$ cat src/hsc_regs_note_end.sv
// Holds no logic of its own

$ cat src/hsc_pkg.sv
// Shared constants and types of the power-switch register bank
package hsc_pkg;
   // Register pointer values
   localparam logic [2:0] HSC_PTR_CTRL     = 3'h0;
   localparam logic [2:0] HSC_PTR_ALERT    = 3'h1;
   localparam logic [2:0] HSC_PTR_STATUS   = 3'h2;
   // Control register field positions
   localparam int         HSC_CTRL_GPIO_HI = 7;
   localparam int         HSC_CTRL_GPIO_LO = 6;
   localparam int         HSC_CTRL_ADC_OFF = 5;
   localparam int         HSC_CTRL_MASS_EN = 4;
   localparam int         HSC_CTRL_FET_ON  = 3;
   localparam int         HSC_CTRL_OC_RTRY = 2;
   localparam int         HSC_CTRL_UV_RTRY = 1;
   localparam int         HSC_CTRL_OV_RTRY = 0;
   // Alert register field positions
   localparam int         HSC_ALRT_GPO     = 6;
   localparam int         HSC_ALRT_EN_HI   = 5;
   // Reset values; control bit 2 comes from a module parameter
   localparam logic [7:0] HSC_CTRL_RST     = 8'h13;
   localparam logic [6:0] HSC_ALRT_RST     = 7'h00;
   // GPIO function codes
   localparam logic [1:0] HSC_GPIO_PGOOD   = 2'h0;
   localparam logic [1:0] HSC_GPIO_PBAD    = 2'h1;
   localparam logic [1:0] HSC_GPIO_OUT     = 2'h2;
   localparam logic [1:0] HSC_GPIO_IN      = 2'h3;
   // Tri-level address pin codes
   localparam logic [1:0] HSC_LVL_LOW      = 2'h0;
   localparam logic [1:0] HSC_LVL_HIGH     = 2'h2;
   // Seven-bit bus addresses, then eight-bit broadcast and response address bytes
   localparam logic [6:0] HSC_ADDR_LOW     = 7'h48;
   localparam logic [6:0] HSC_ADDR_OPEN    = 7'h4a;
   localparam logic [6:0] HSC_ADDR_HIGH    = 7'h4b;
   localparam logic [7:0] HSC_MASS_BYTE    = 8'hbe;
   localparam logic [7:0] HSC_ARA_BYTE     = 8'h19;
   localparam int         HSC_NFAULT       = 6;

   typedef enum logic [2:0] {
      HSC_PH_IDLE,
      HSC_PH_CMD,
      HSC_PH_DATA,
      HSC_PH_DONE,
      HSC_PH_READ,
      HSC_PH_ARA
   } hsc_phase_e;
endpackage

$ cat src/hsc_sync.sv
// Two-flop synchroniser for a group of pin levels
module hsc_sync
   import hsc_pkg::*;
#(
   parameter int W = 1
) (
   input  wire logic         ref_clk_in,
   input  wire logic         rst_b_in,
   input  wire logic         ce_in,
   input  wire logic [W-1:0] d_in,
   output logic      [W-1:0] q_out
);
   typedef struct packed {
      logic [W-1:0] s1;
      logic [W-1:0] s2;
   } hsc_sync_s;

   hsc_sync_s st_r;
   hsc_sync_s st_nxt;

   // First stage feeds only the second stage
   always_comb begin
      st_nxt    = st_r;
      st_nxt.s1 = d_in;
      st_nxt.s2 = st_r.s1;
   end

   always_ff @(posedge ref_clk_in or negedge rst_b_in) begin
      if (!rst_b_in) begin
         st_r <= '0;
      end else if (ce_in) begin
         st_r <= st_nxt;
      end
   end

   assign q_out = st_r.s2;
endmodule

$ cat src/hsc_alert.sv
// Alert request: edge of an enabled fault bit, held until released
module hsc_alert
   import hsc_pkg::*;
(
   input  wire logic                ref_clk_in,
   input  wire logic                rst_b_in,
   input  wire logic                ce_in,
   input  wire logic [HSC_NFAULT-1:0] fault_in,
   input  wire logic [HSC_NFAULT-1:0] enable_in,
   input  wire logic                release_in,
   output logic                     pending_out
);
   typedef struct packed {
      logic [HSC_NFAULT-1:0] prev;
      logic                  pend;
   } hsc_alert_s;

   hsc_alert_s st_r;
   hsc_alert_s st_nxt;
   logic       rise;

   // Only a fresh set raises it, so a standing fault stays quiet
   always_comb begin
      st_nxt      = st_r;
      rise        = |(fault_in & ~st_r.prev & enable_in);
      st_nxt.prev = fault_in;
      if (release_in) begin
         st_nxt.pend = 1'b0;
      end
      if (rise) begin
         st_nxt.pend = 1'b1; // Set beats release
      end
   end

   always_ff @(posedge ref_clk_in or negedge rst_b_in) begin
      if (!rst_b_in) begin
         st_r <= '0;
      end else if (ce_in) begin
         st_r <= st_nxt;
      end
   end

   assign pending_out = st_r.pend;
endmodule

$ cat src/hsc_regs.sv
// Control, alert-enable and status registers of the power switch
// What this block does
// Address from last select pin: 90/94/96
// Control 7:6 pick GPIO function
// Status bit 6 shows GPIO pin level
// Control bit 5 halts the converter
// Control bit 4 admits broadcast writes
// Control bit 3 commands transistor, debounce loads
// Control bit 2 overcurrent retry, default parameter
// Control bit 1 undervoltage retry, default 1
// Control bit 0 overvoltage retry, default 1
// Alert bits 5:0 enable alert per event
// Status bit 7 shows transistor state
// Status bit 5 flags possible shorted transistor
// Status bit 4 set while enable pin low
// Status bit 3 set while feedback low
// Status bit 2 overcurrent during cool-down
// Status bit 1 set while undervoltage low
// Status bit 0 set while overvoltage high
// Command low three bits set register pointer
// Enabled fresh fault pulls alert low
// Alert response read returns address, releases
// Status writes ignored, alert bit 7 zero
// Defaults applied on reset
module hsc_regs
   import hsc_pkg::*;
#(
   parameter logic OC_RETRY_DEFAULT = 1'b0
) (
   input  wire logic                  ref_clk_in,
   input  wire logic                  rst_b_in,
   input  wire logic                  ce_in,
   // Byte-level side of the serial protocol engine
   input  wire logic                  stop_in,
   input  wire logic                  addr_stb_in,
   input  wire logic [7:0]            addr_byte_in,
   output logic                       addr_ack_out,
   input  wire logic                  wr_stb_in,
   input  wire logic [7:0]            wr_byte_in,
   input  wire logic                  rd_stb_in,
   output logic      [7:0]            rd_data_out,
   // Registers beyond the status register live outside
   input  wire logic [7:0]            ext_rd_data_in,
   output logic      [2:0]            ext_ptr_out,
   output logic                       ext_wr_stb_out,
   output logic      [7:0]            ext_wr_data_out,
   // Fault register bits, same clock
   input  wire logic [HSC_NFAULT-1:0] fault_in,
   input  wire logic                  on_debounce_done_in,
   // Pins and analog comparators
   input  wire logic [1:0]            address_select_2_in,
   input  wire logic                  on_pin_in,
   input  wire logic                  en_b_pin_in,
   input  wire logic                  output_sense_pin_in,
   input  wire logic                  input_low_limit_pin_in,
   input  wire logic                  input_high_limit_pin_in,
   input  wire logic                  fet_short_cmp_in,
   input  wire logic                  oc_cooldown_in,
   input  wire logic                  fet_on_in,
   input  wire logic                  gpio_pin_in,
   output logic                       gpio_pin_out,
   output logic                       gpio_pin_oe_out,
   output logic                       alert_b_out,
   output logic                       alert_oe_out,
   // Control outputs
   output logic                       adc_halt_out,
   output logic                       fet_cmd_out,
   output logic                       oc_retry_out,
   output logic                       uv_retry_out,
   output logic                       ov_retry_out
);
   localparam int NPIN = 11;

   typedef struct packed {
      logic [7:0] ctrl;
      logic [6:0] alrt;
      logic [2:0] ptr;
      hsc_phase_e phase;
      logic [7:0] rd_data;
      logic       ext_stb;
      logic [7:0] ext_data;
      logic       gpio_o;
      logic       gpio_oe;
   } hsc_regs_s;

   hsc_regs_s       st_r;
   hsc_regs_s       st_nxt;
   logic [NPIN-1:0] pins_raw;
   logic [NPIN-1:0] pins;
   logic [1:0]      adr_lvl;
   logic            on_lvl;
   logic            en_b_lvl;
   logic            fb_lvl;
   logic            uv_lvl;
   logic            ov_lvl;
   logic            short_lvl;
   logic            oc_lvl;
   logic            fet_lvl;
   logic            gpio_lvl;
   logic [6:0]      own_addr;
   logic [7:0]      status;
   logic            is_ara;
   logic            is_own;
   logic            is_mass;
   logic            pending;
   logic            release_alert;

   // All pin levels pass two flops before use
   assign pins_raw = {address_select_2_in, on_pin_in, en_b_pin_in,
                      output_sense_pin_in, input_low_limit_pin_in,
                      input_high_limit_pin_in, fet_short_cmp_in,
                      oc_cooldown_in, fet_on_in, gpio_pin_in};

   hsc_sync #(
      .W (NPIN)
   ) u_sync (
      .ref_clk_in (ref_clk_in),
      .rst_b_in   (rst_b_in),
      .ce_in      (ce_in),
      .d_in       (pins_raw),
      .q_out      (pins)
   );

   assign {adr_lvl, on_lvl, en_b_lvl, fb_lvl, uv_lvl, ov_lvl,
           short_lvl, oc_lvl, fet_lvl, gpio_lvl} = pins;

   // Small package: only the last select pin counts
   always_comb begin
      case (adr_lvl)
         HSC_LVL_LOW:  own_addr = HSC_ADDR_LOW;
         HSC_LVL_HIGH: own_addr = HSC_ADDR_HIGH;
         default:      own_addr = HSC_ADDR_OPEN;
      endcase
   end

   // Live status byte, read straight from the synchronised levels
   assign status = {fet_lvl,
                    gpio_lvl,
                    short_lvl,
                    ~en_b_lvl,
                    ~fb_lvl,
                    oc_lvl,
                    ~uv_lvl,
                    ov_lvl};

   // Address match; broadcast only for writes and only when admitted
   assign is_ara  = (addr_byte_in == HSC_ARA_BYTE) && pending;
   assign is_own  = (addr_byte_in[7:1] == own_addr);
   assign is_mass = (addr_byte_in == HSC_MASS_BYTE)
                    && st_r.ctrl[HSC_CTRL_MASS_EN];
   assign addr_ack_out = addr_stb_in && (is_ara || is_own || is_mass);

   // Alert drops on response read or when addressed directly
   assign release_alert = (rd_stb_in && (st_r.phase == HSC_PH_ARA))
                          || (addr_stb_in && is_own);

   hsc_alert u_alert (
      .ref_clk_in  (ref_clk_in),
      .rst_b_in    (rst_b_in),
      .ce_in       (ce_in),
      .fault_in    (fault_in),
      .enable_in   (st_r.alrt[HSC_ALRT_EN_HI:0]),
      .release_in  (release_alert),
      .pending_out (pending)
   );

   // Transaction walker, register writes and the read mux
   always_comb begin
      st_nxt         = st_r;
      st_nxt.ext_stb = 1'b0;
      if (addr_stb_in) begin
         if (is_ara) begin
            st_nxt.phase = HSC_PH_ARA;
         end else if (is_own && addr_byte_in[0]) begin
            st_nxt.phase = HSC_PH_READ;
         end else if (is_own || (is_mass && !addr_byte_in[0])) begin
            st_nxt.phase = HSC_PH_CMD;
         end else begin
            st_nxt.phase = HSC_PH_IDLE;
         end
      end else if (wr_stb_in) begin
         case (st_r.phase)
            HSC_PH_CMD: begin
               st_nxt.ptr   = wr_byte_in[2:0];
               st_nxt.phase = HSC_PH_DATA;
            end
            HSC_PH_DATA: begin
               st_nxt.phase = HSC_PH_DONE;  // Second data byte is ignored
               case (st_r.ptr)
                  HSC_PTR_CTRL:   st_nxt.ctrl = wr_byte_in;
                  HSC_PTR_ALERT:  st_nxt.alrt = wr_byte_in[6:0];
                  HSC_PTR_STATUS: st_nxt.ctrl = st_r.ctrl;
                  default: begin
                     st_nxt.ext_stb  = 1'b1;
                     st_nxt.ext_data = wr_byte_in;
                  end
               endcase
            end
            default: st_nxt.phase = st_r.phase;
         endcase
      end
      if (stop_in) begin
         st_nxt.phase = HSC_PH_IDLE;
      end
      // Debounce end beats a host write in the same cycle
      if (on_debounce_done_in) begin
         st_nxt.ctrl[HSC_CTRL_FET_ON] = on_lvl;
      end
      // Read data is registered; a response read returns our own address
      if (st_r.phase == HSC_PH_ARA) begin
         st_nxt.rd_data = {own_addr, 1'b0};
      end else begin
         case (st_r.ptr)
            HSC_PTR_CTRL:   st_nxt.rd_data = st_r.ctrl;
            HSC_PTR_ALERT:  st_nxt.rd_data = {1'b0, st_r.alrt};
            HSC_PTR_STATUS: st_nxt.rd_data = status;
            default:        st_nxt.rd_data = ext_rd_data_in;
         endcase
      end
      // GPIO function select; input mode releases the pin
      st_nxt.gpio_oe = 1'b1;
      case (st_r.ctrl[HSC_CTRL_GPIO_HI:HSC_CTRL_GPIO_LO])
         HSC_GPIO_PGOOD: st_nxt.gpio_o = fb_lvl;
         HSC_GPIO_PBAD:  st_nxt.gpio_o = ~fb_lvl;
         HSC_GPIO_OUT:   st_nxt.gpio_o = st_r.alrt[HSC_ALRT_GPO];
         HSC_GPIO_IN: begin
            st_nxt.gpio_o  = 1'b0;
            st_nxt.gpio_oe = 1'b0;
         end
         default:        st_nxt.gpio_o = 1'b0;
      endcase
   end

   // Single state register; defaults land on reset
   always_ff @(posedge ref_clk_in or negedge rst_b_in) begin
      if (!rst_b_in) begin
         st_r          <= '0;
         st_r.ctrl     <= {HSC_CTRL_RST[7:3], OC_RETRY_DEFAULT,
                           HSC_CTRL_RST[1:0]};
         st_r.alrt     <= HSC_ALRT_RST;
         st_r.phase    <= HSC_PH_IDLE;
         st_r.gpio_oe  <= 1'b1;
      end else if (ce_in) begin
         st_r <= st_nxt;
      end
   end

   // Outputs straight from flops; alert data is a constant low
   assign rd_data_out     = st_r.rd_data;
   assign ext_ptr_out     = st_r.ptr;
   assign ext_wr_stb_out  = st_r.ext_stb;
   assign ext_wr_data_out = st_r.ext_data;
   assign gpio_pin_out    = st_r.gpio_o;
   assign gpio_pin_oe_out = st_r.gpio_oe;
   assign alert_b_out     = 1'b0;       // Open drain: only ever pulls low
   assign alert_oe_out    = pending;
   assign adc_halt_out    = st_r.ctrl[HSC_CTRL_ADC_OFF];
   assign fet_cmd_out     = st_r.ctrl[HSC_CTRL_FET_ON];
   assign oc_retry_out    = st_r.ctrl[HSC_CTRL_OC_RTRY];
   assign uv_retry_out    = st_r.ctrl[HSC_CTRL_UV_RTRY];
   assign ov_retry_out    = st_r.ctrl[HSC_CTRL_OV_RTRY];
endmodule

$ cat config.mk
export PLATFORM = sky130hd
export DESIGN_NAME = hsc_regs
export DESIGN_NICKNAME = d
export VERILOG_FILES = /design/src/hsc_regs_note_end.sv /design/src/hsc_pkg.sv /design/src/hsc_sync.sv /design/src/hsc_alert.sv /design/src/hsc_regs.sv
export SDC_FILE = /design/constraint.sdc
export NUM_CORES = 1
export LEC_CHECK = 0
export BUFFER_PORTS_ARGS = -buffer_cell sky130_fd_sc_hd__buf_4
export CAP_MARGIN = 20
export CORE_ASPECT_RATIO = 2
export CORE_MARGIN = 2
export CORE_UTILIZATION = 45
export CTS_CLUSTER_DIAMETER = 100
export DETAILED_ROUTE_END_ITERATION = 7
export GPL_ROUTABILITY_DRIVEN = 1
export PLACE_DENSITY = 0.71
export SKIP_LAST_GASP = 1
export SYNTH_ARGS = -nofsm -noshare
export SYNTH_HDL_FRONTEND = slang
export SYNTH_SLANG_ARGS = --single-unit
$ cat constraint.sdc
create_clock -name ref_clk_in -period 1.5 [get_ports ref_clk_in]
set_input_delay 0.3 -clock ref_clk_in [delete_from_list [all_inputs] [get_ports ref_clk_in]]
set_output_delay 0.3 -clock ref_clk_in [all_outputs]
set_load 0.005 [all_outputs]
## Word level (Yosys, flattened, before mapping)

Index checks and enable logic that the tools add are counted.

- Mux-type cells: 24
- Reductions and logical operators: 30
- Bitwise gates (word level): 8
- Equal/unequal tests: 13

Operator list:

| kind | number |
|---|---|
| 9-bit two-way mux | 4 |
| 8-bit case mux with 3 select lines | 1 |
| 5-bit AND reduction | 4 |
| 17-bit two-way mux | 1 |
| 3-bit two-way mux | 5 |
| 14-bit two-way mux | 1 |
| 6-bit bitwise AND | 2 |
| 11-bit two-way mux | 1 |
| 8-bit by 5-bit == test with 1-bit output, second input constant | 1 |
| 8-bit == test, second input constant | 1 |
| 8-bit two-way mux | 1 |
| 2-bit nonzero test | 4 |
| 7-bit == test | 1 |
| 1-bit logical AND | 7 |
| 7-bit two-way mux | 1 |
| 2-bit == test, second input constant | 3 |
| 3-bit by 1-bit == test with 1-bit output, second input constant | 2 |
| 3-bit by 2-bit == test with 1-bit output, second input constant | 2 |
| 6-bit NOT | 1 |
| 3-bit case mux with 2 select lines | 1 |
| 6-bit OR reduction | 1 |
| 1-bit two-way mux | 5 |
| 1-bit NOT | 5 |
| 2-bit zero test | 2 |
| other kinds (15) | 18 |

- Register bits: 69
- Input port bits: 49
- Output and inout port bits: 30
- Word-level logic and storage cells: 89

## Logic depth before layout (Yosys ltp)

- Depth after elaboration: 9
- Mapped depth: 7
- Gate-level depth less buffers: 5

## Hierarchy

A second synthesis with hierarchy kept.

- Cells, all modules: 281
- Area total of the unflattened synthesis: 3,379.5 um^2

Modules (own cells, without submodules):

| module | area an instance (um^2) | times used | cells each | seq. area each (um^2) |
|---|---|---|---|---|
| hsc_regs | 2,234.6 | 1 | 210 | 1,006.0 |
| hsc_sync | 820.8 | 1 | 46 | 550.5 |
| hsc_alert | 324.1 | 1 | 25 | 175.2 |

## Least setup slack after synthesis

OpenSTA, ideal clock, no wires.

- Path kind: reg2out
- From: reg u_sync.st_r, in the netlist u_sync.q_out[10]
- To: out addr_ack_out
- Buffers on the path: 0
- Stages on the path, launching flop included: 5
- Required time: 1.200 ns
- Setup slack: -0.156 ns
- Data arrival time: 1.356 ns
- Cells stage by stage: dfrtp_1 -> or4_4 -> a311oi_4 -> a211oi_1 -> inv_1

- Longest elaborated chain between the ends: 6
- Elaborated cells between the ends (all ways): 7
- Classes of those cells: eq/ne (2); mux (1); reduce/logical (4)

RTL lines:

| element | line | RTL |
|---|---|---|
| from (decl) | hsc_sync.sv:18 | `hsc_sync_s st_r;` |
| from (signal assigned) | hsc_sync.sv:32 | `st_r <= st_nxt;` |
| 2-bit == test / 2-bit zero test (equally long branches) | hsc_regs.sv:129 | `case (adr_lvl)` |
| 2-bit case mux with 2 select lines (*) | hsc_regs.sv:129 |  |
| 7-bit == test (*) | hsc_regs.sv:148 | `assign is_own = (addr_byte_in[7:1] == own_addr);` |
| 1-bit logical OR (*) (2 in a row) | hsc_regs.sv:151 | `assign addr_ack_out = addr_stb_in && (is_ara \|\| is_own \|\| is_mass);` |
| 1-bit logical AND (*) | hsc_regs.sv:151 |  |
| to (decl) | hsc_regs.sv:37 | `output logic addr_ack_out,` |

Mark *: on every way between the ends. The rest lies on a longest branch, timed or not.

## Worst setup path after layout

Ends and elaborated chain as after synthesis.

==> impl_metrics.toml <==
[status]
status = "complete, but fails checks"
violations = "negative setup slack"

[timing]
fin_skew_ns = 0.00861
fin_crit_sh_pct = 138
min_period_ns = 2.07
slew_viol_final = 0
tns_ns = -1.03
hold_viol = 0
setup_viol = 11
fin_ws_ns = -0.569
fmax_mhz = 483
grt_setup_unrepaired = "yes"

[final_layout]
syn2layout_area_growth_pct = 41.2
nNetsFinal = 435
drive_gt1_share_pct = 57.7
num_antenna_cells = 0

[synth]
synth_edf_count = 0
synth_area_leaders = "dfrtp_1 48%, mux2_2 18%, buf_4 4.7%, dfstp_2 3.1%, nor2_1 1.7%"
yosys.area_share.simple_pct = 10.0
syn_area_mm2 = 0.00336
synth_top_cells_by_count = "65 x dfrtp_1, 54 x mux2_2, 21 x buf_4"
synth_fp_nets = 333
synth_top_family_by_area = "multiplexers"
avgSynthCellArea_um2 = 11.8
ys_seq_area_share_pct = 51.5
ys_types = 45
yosys.area_share.adder_pct = 0
yosys_warnings = 0
synthArstFlopShare_pct = 100
synth_most_common_cell = "dfrtp_1"
synth_xor_area_share_pct = 0.260
yosys.area.top_type = "dfrtp_1"
synthMuxAreaShare_pct = 19.6
synthCells = 284
synth_compound_area_share_pct = 11.1
ys.flop_type = "dfrtp_1"
synth-seq-cells = 69
synth_top_cell_area_share_pct = 48.4

[global_routing]
groute.usage.overall_pct = 22.9
grt_pass1_wl_um = 13900
grt_max_degree = 27
grt-ovfl-total = 0
antenna_found_initial = 0
first_global_vias = 2805

[routing]
met3_wirelength_um = 372
met2WireLength_um = 4920
num_vias = 2647
drcViolationCount = 0
first_pass_iters = 4
via_per_inst = 5.49
wire_per_inst_um = 18.1
dr.max_layer_used = "met4"
postRouteAntennaNets = 0
finalWirelength_um = 8750
drt_iter0_drc = 154
met1Wirelength_um = 2990

[power_and_ir_drop]
max-vdd-ir-drop_v = 0.000999
p_leak_uw = 0.00226
power_uw = 4530
powerDensity_mw_per_mm2 = 953

[die]
dieArea_mm2 = 0.00822
rows = 44
start_util_pct = 46.3
die_y_um = 126
die_x_um = 65.1
io_pins = 79
core_area_mm2 = 0.00727

[critical_path]
path_cells = "or4_4, a311oi_4, a211oi_2, inv_1, buf_4"
path_delay_family = "simple AND/OR/NAND/NOR gates"
worst_ep_arrival_time_ns = 1.77
cp_slowest_stage_delay_ns = 0.49
slowest_stage = "or4_4"
cp.required_ns = 1.20
critical_path_class = "flop to output port"
cp-end-kind = "output port"
crit_buf_inv = 2
cp_max_fo = 2
reg2reg_slack_ns = -0.20
worstSetupStartpointType = "flop"

[clocking]
cts_root_buf = "clkbuf_16"
cts_tree = "done"
clockBufferDepth = 2
insertion_delay_ns = 0.33
htreeDepth = 3
cts_buffers = 9
cts_sinks = 69
path_clk_slew_ns = 0.05

[placement]
placement.io_buffers = 77
hpwl_um = 6510
gp_congestion = 0.780
post-place-ws_ns = -0.336

[flow_run]
drv_cap = 0

[worst_hold_path]
hp-class = "input pin to flop"
==> cells by family after synthesis <==
family | count (synthesis)
multiplexers | 59
XOR/XNOR | 1
flip-flops | 69
other | 1
AO/OA/AOI/OAI | 54
buffers and inverters | 44
AND/OR/NAND/NOR | 56
==> path summary, 6_finish.rpt <==
path                                  startpoint             endpoint  cells after the start
worst max-delay path            u_sync.q_out[10]         addr_ack_out                      5
worst min-delay path                 fault_in[1]      u_alert.st_r[2]                      3
worst max register to register  u_sync.q_out[10]  u_alert.pending_out                      6
worst min register to register    rd_data_out[3]       rd_data_out[3]                      1
max in group asynchronous               rst_b_in             st_r[36]                      3
min in group asynchronous               rst_b_in      u_sync.q_out[0]                      2
==> worst min-delay path, stage by stage <==
cell	delay, ns
buf_4	0.08
nand2_1	0.04
o21ai_0	0.06
==> cell type report <==
type                            instances  area (µm²)
Clock buffer                           14         274
Clock inverter                          1        5.00
Fill cell                             600        2520
Inverter                               11        41.3
Multi-Input combinational cell        171        1580
Sequential cell                        69        1730
Tap cell                               92         115
Timing Repair Buffer                  124        1000
==> metrics by stage <==
| step | cells | area, µm² | hold slack (ns) | util, % |
|---|---|---|---|---|
| after floorplan | 284 | 3420 | 0.00441 | - |
| after global routing | 482 | 4750 | 0.201 | 65.4 |
| after global placement | 456 | 4200 | 0.195 | 57.8 |
| after CTS | 477 | 4610 | 0.181 | 63.4 |
| after detailed placement | 456 | 4200 | 0.200 | 57.8 |
| final | 482 | 4750 | 0.189 | 65.4 |
==> cell usage in the layout (no fill, tap or decap), drive strengths merged, types with 2 or more instances in the layout <==
cell type	instances
nor3b	3
dfrtp	65
o2bb2ai	2
a21o	5
a31oi	4
a211oi	6
buf	122
and3b	2
nand3	5
nor2	15
nor3	3
dfstp	4
o22ai	8
nand3b	7
a22oi	2
mux2i	5
a22o	2
nand4b	3
nand4	2
clkbuf	15
o21ai	10
nand2	10
mux2	54
inv	11
a221oi	2
a21oi	8
==> power breakdown <==
group | total [µW] | switching, µW | internal [µW]
Combinational | 513 | 222 | 291
Sequential | 2050 | 75.0 | 1980
Clock | 1960 | 718 | 1240
==> layer usage <==
layer | GRT usage (%) | up-vias
met1 | 22.7 | 1319
met2 | 42.5 | 84
met4 | 12.4 | 0
met3 | 4.82 | 33
li1 | - | 1211
met5 | 0 | -
==> flip-flops by register name, summed over array words and instances, names as in the netlist, 3 cells and up <==
signal and cells:
st_r 13, u_sync.q_out 11, u_sync.st_nxt 11, ext_wr_data_out 8
rd_data_out 8, u_alert.st_r 6, ext_ptr_out 3
==> timing repair <==
action,in CTS,in global routing
hold buffers,1,0
endpoints found under the setup margin,30,30
hold endpoints to repair,16,0
cloned,1,1
pin swaps,8,10
resized for setup,18,21
buffers inserted,6,6
(Power assumes the default switching activity.)
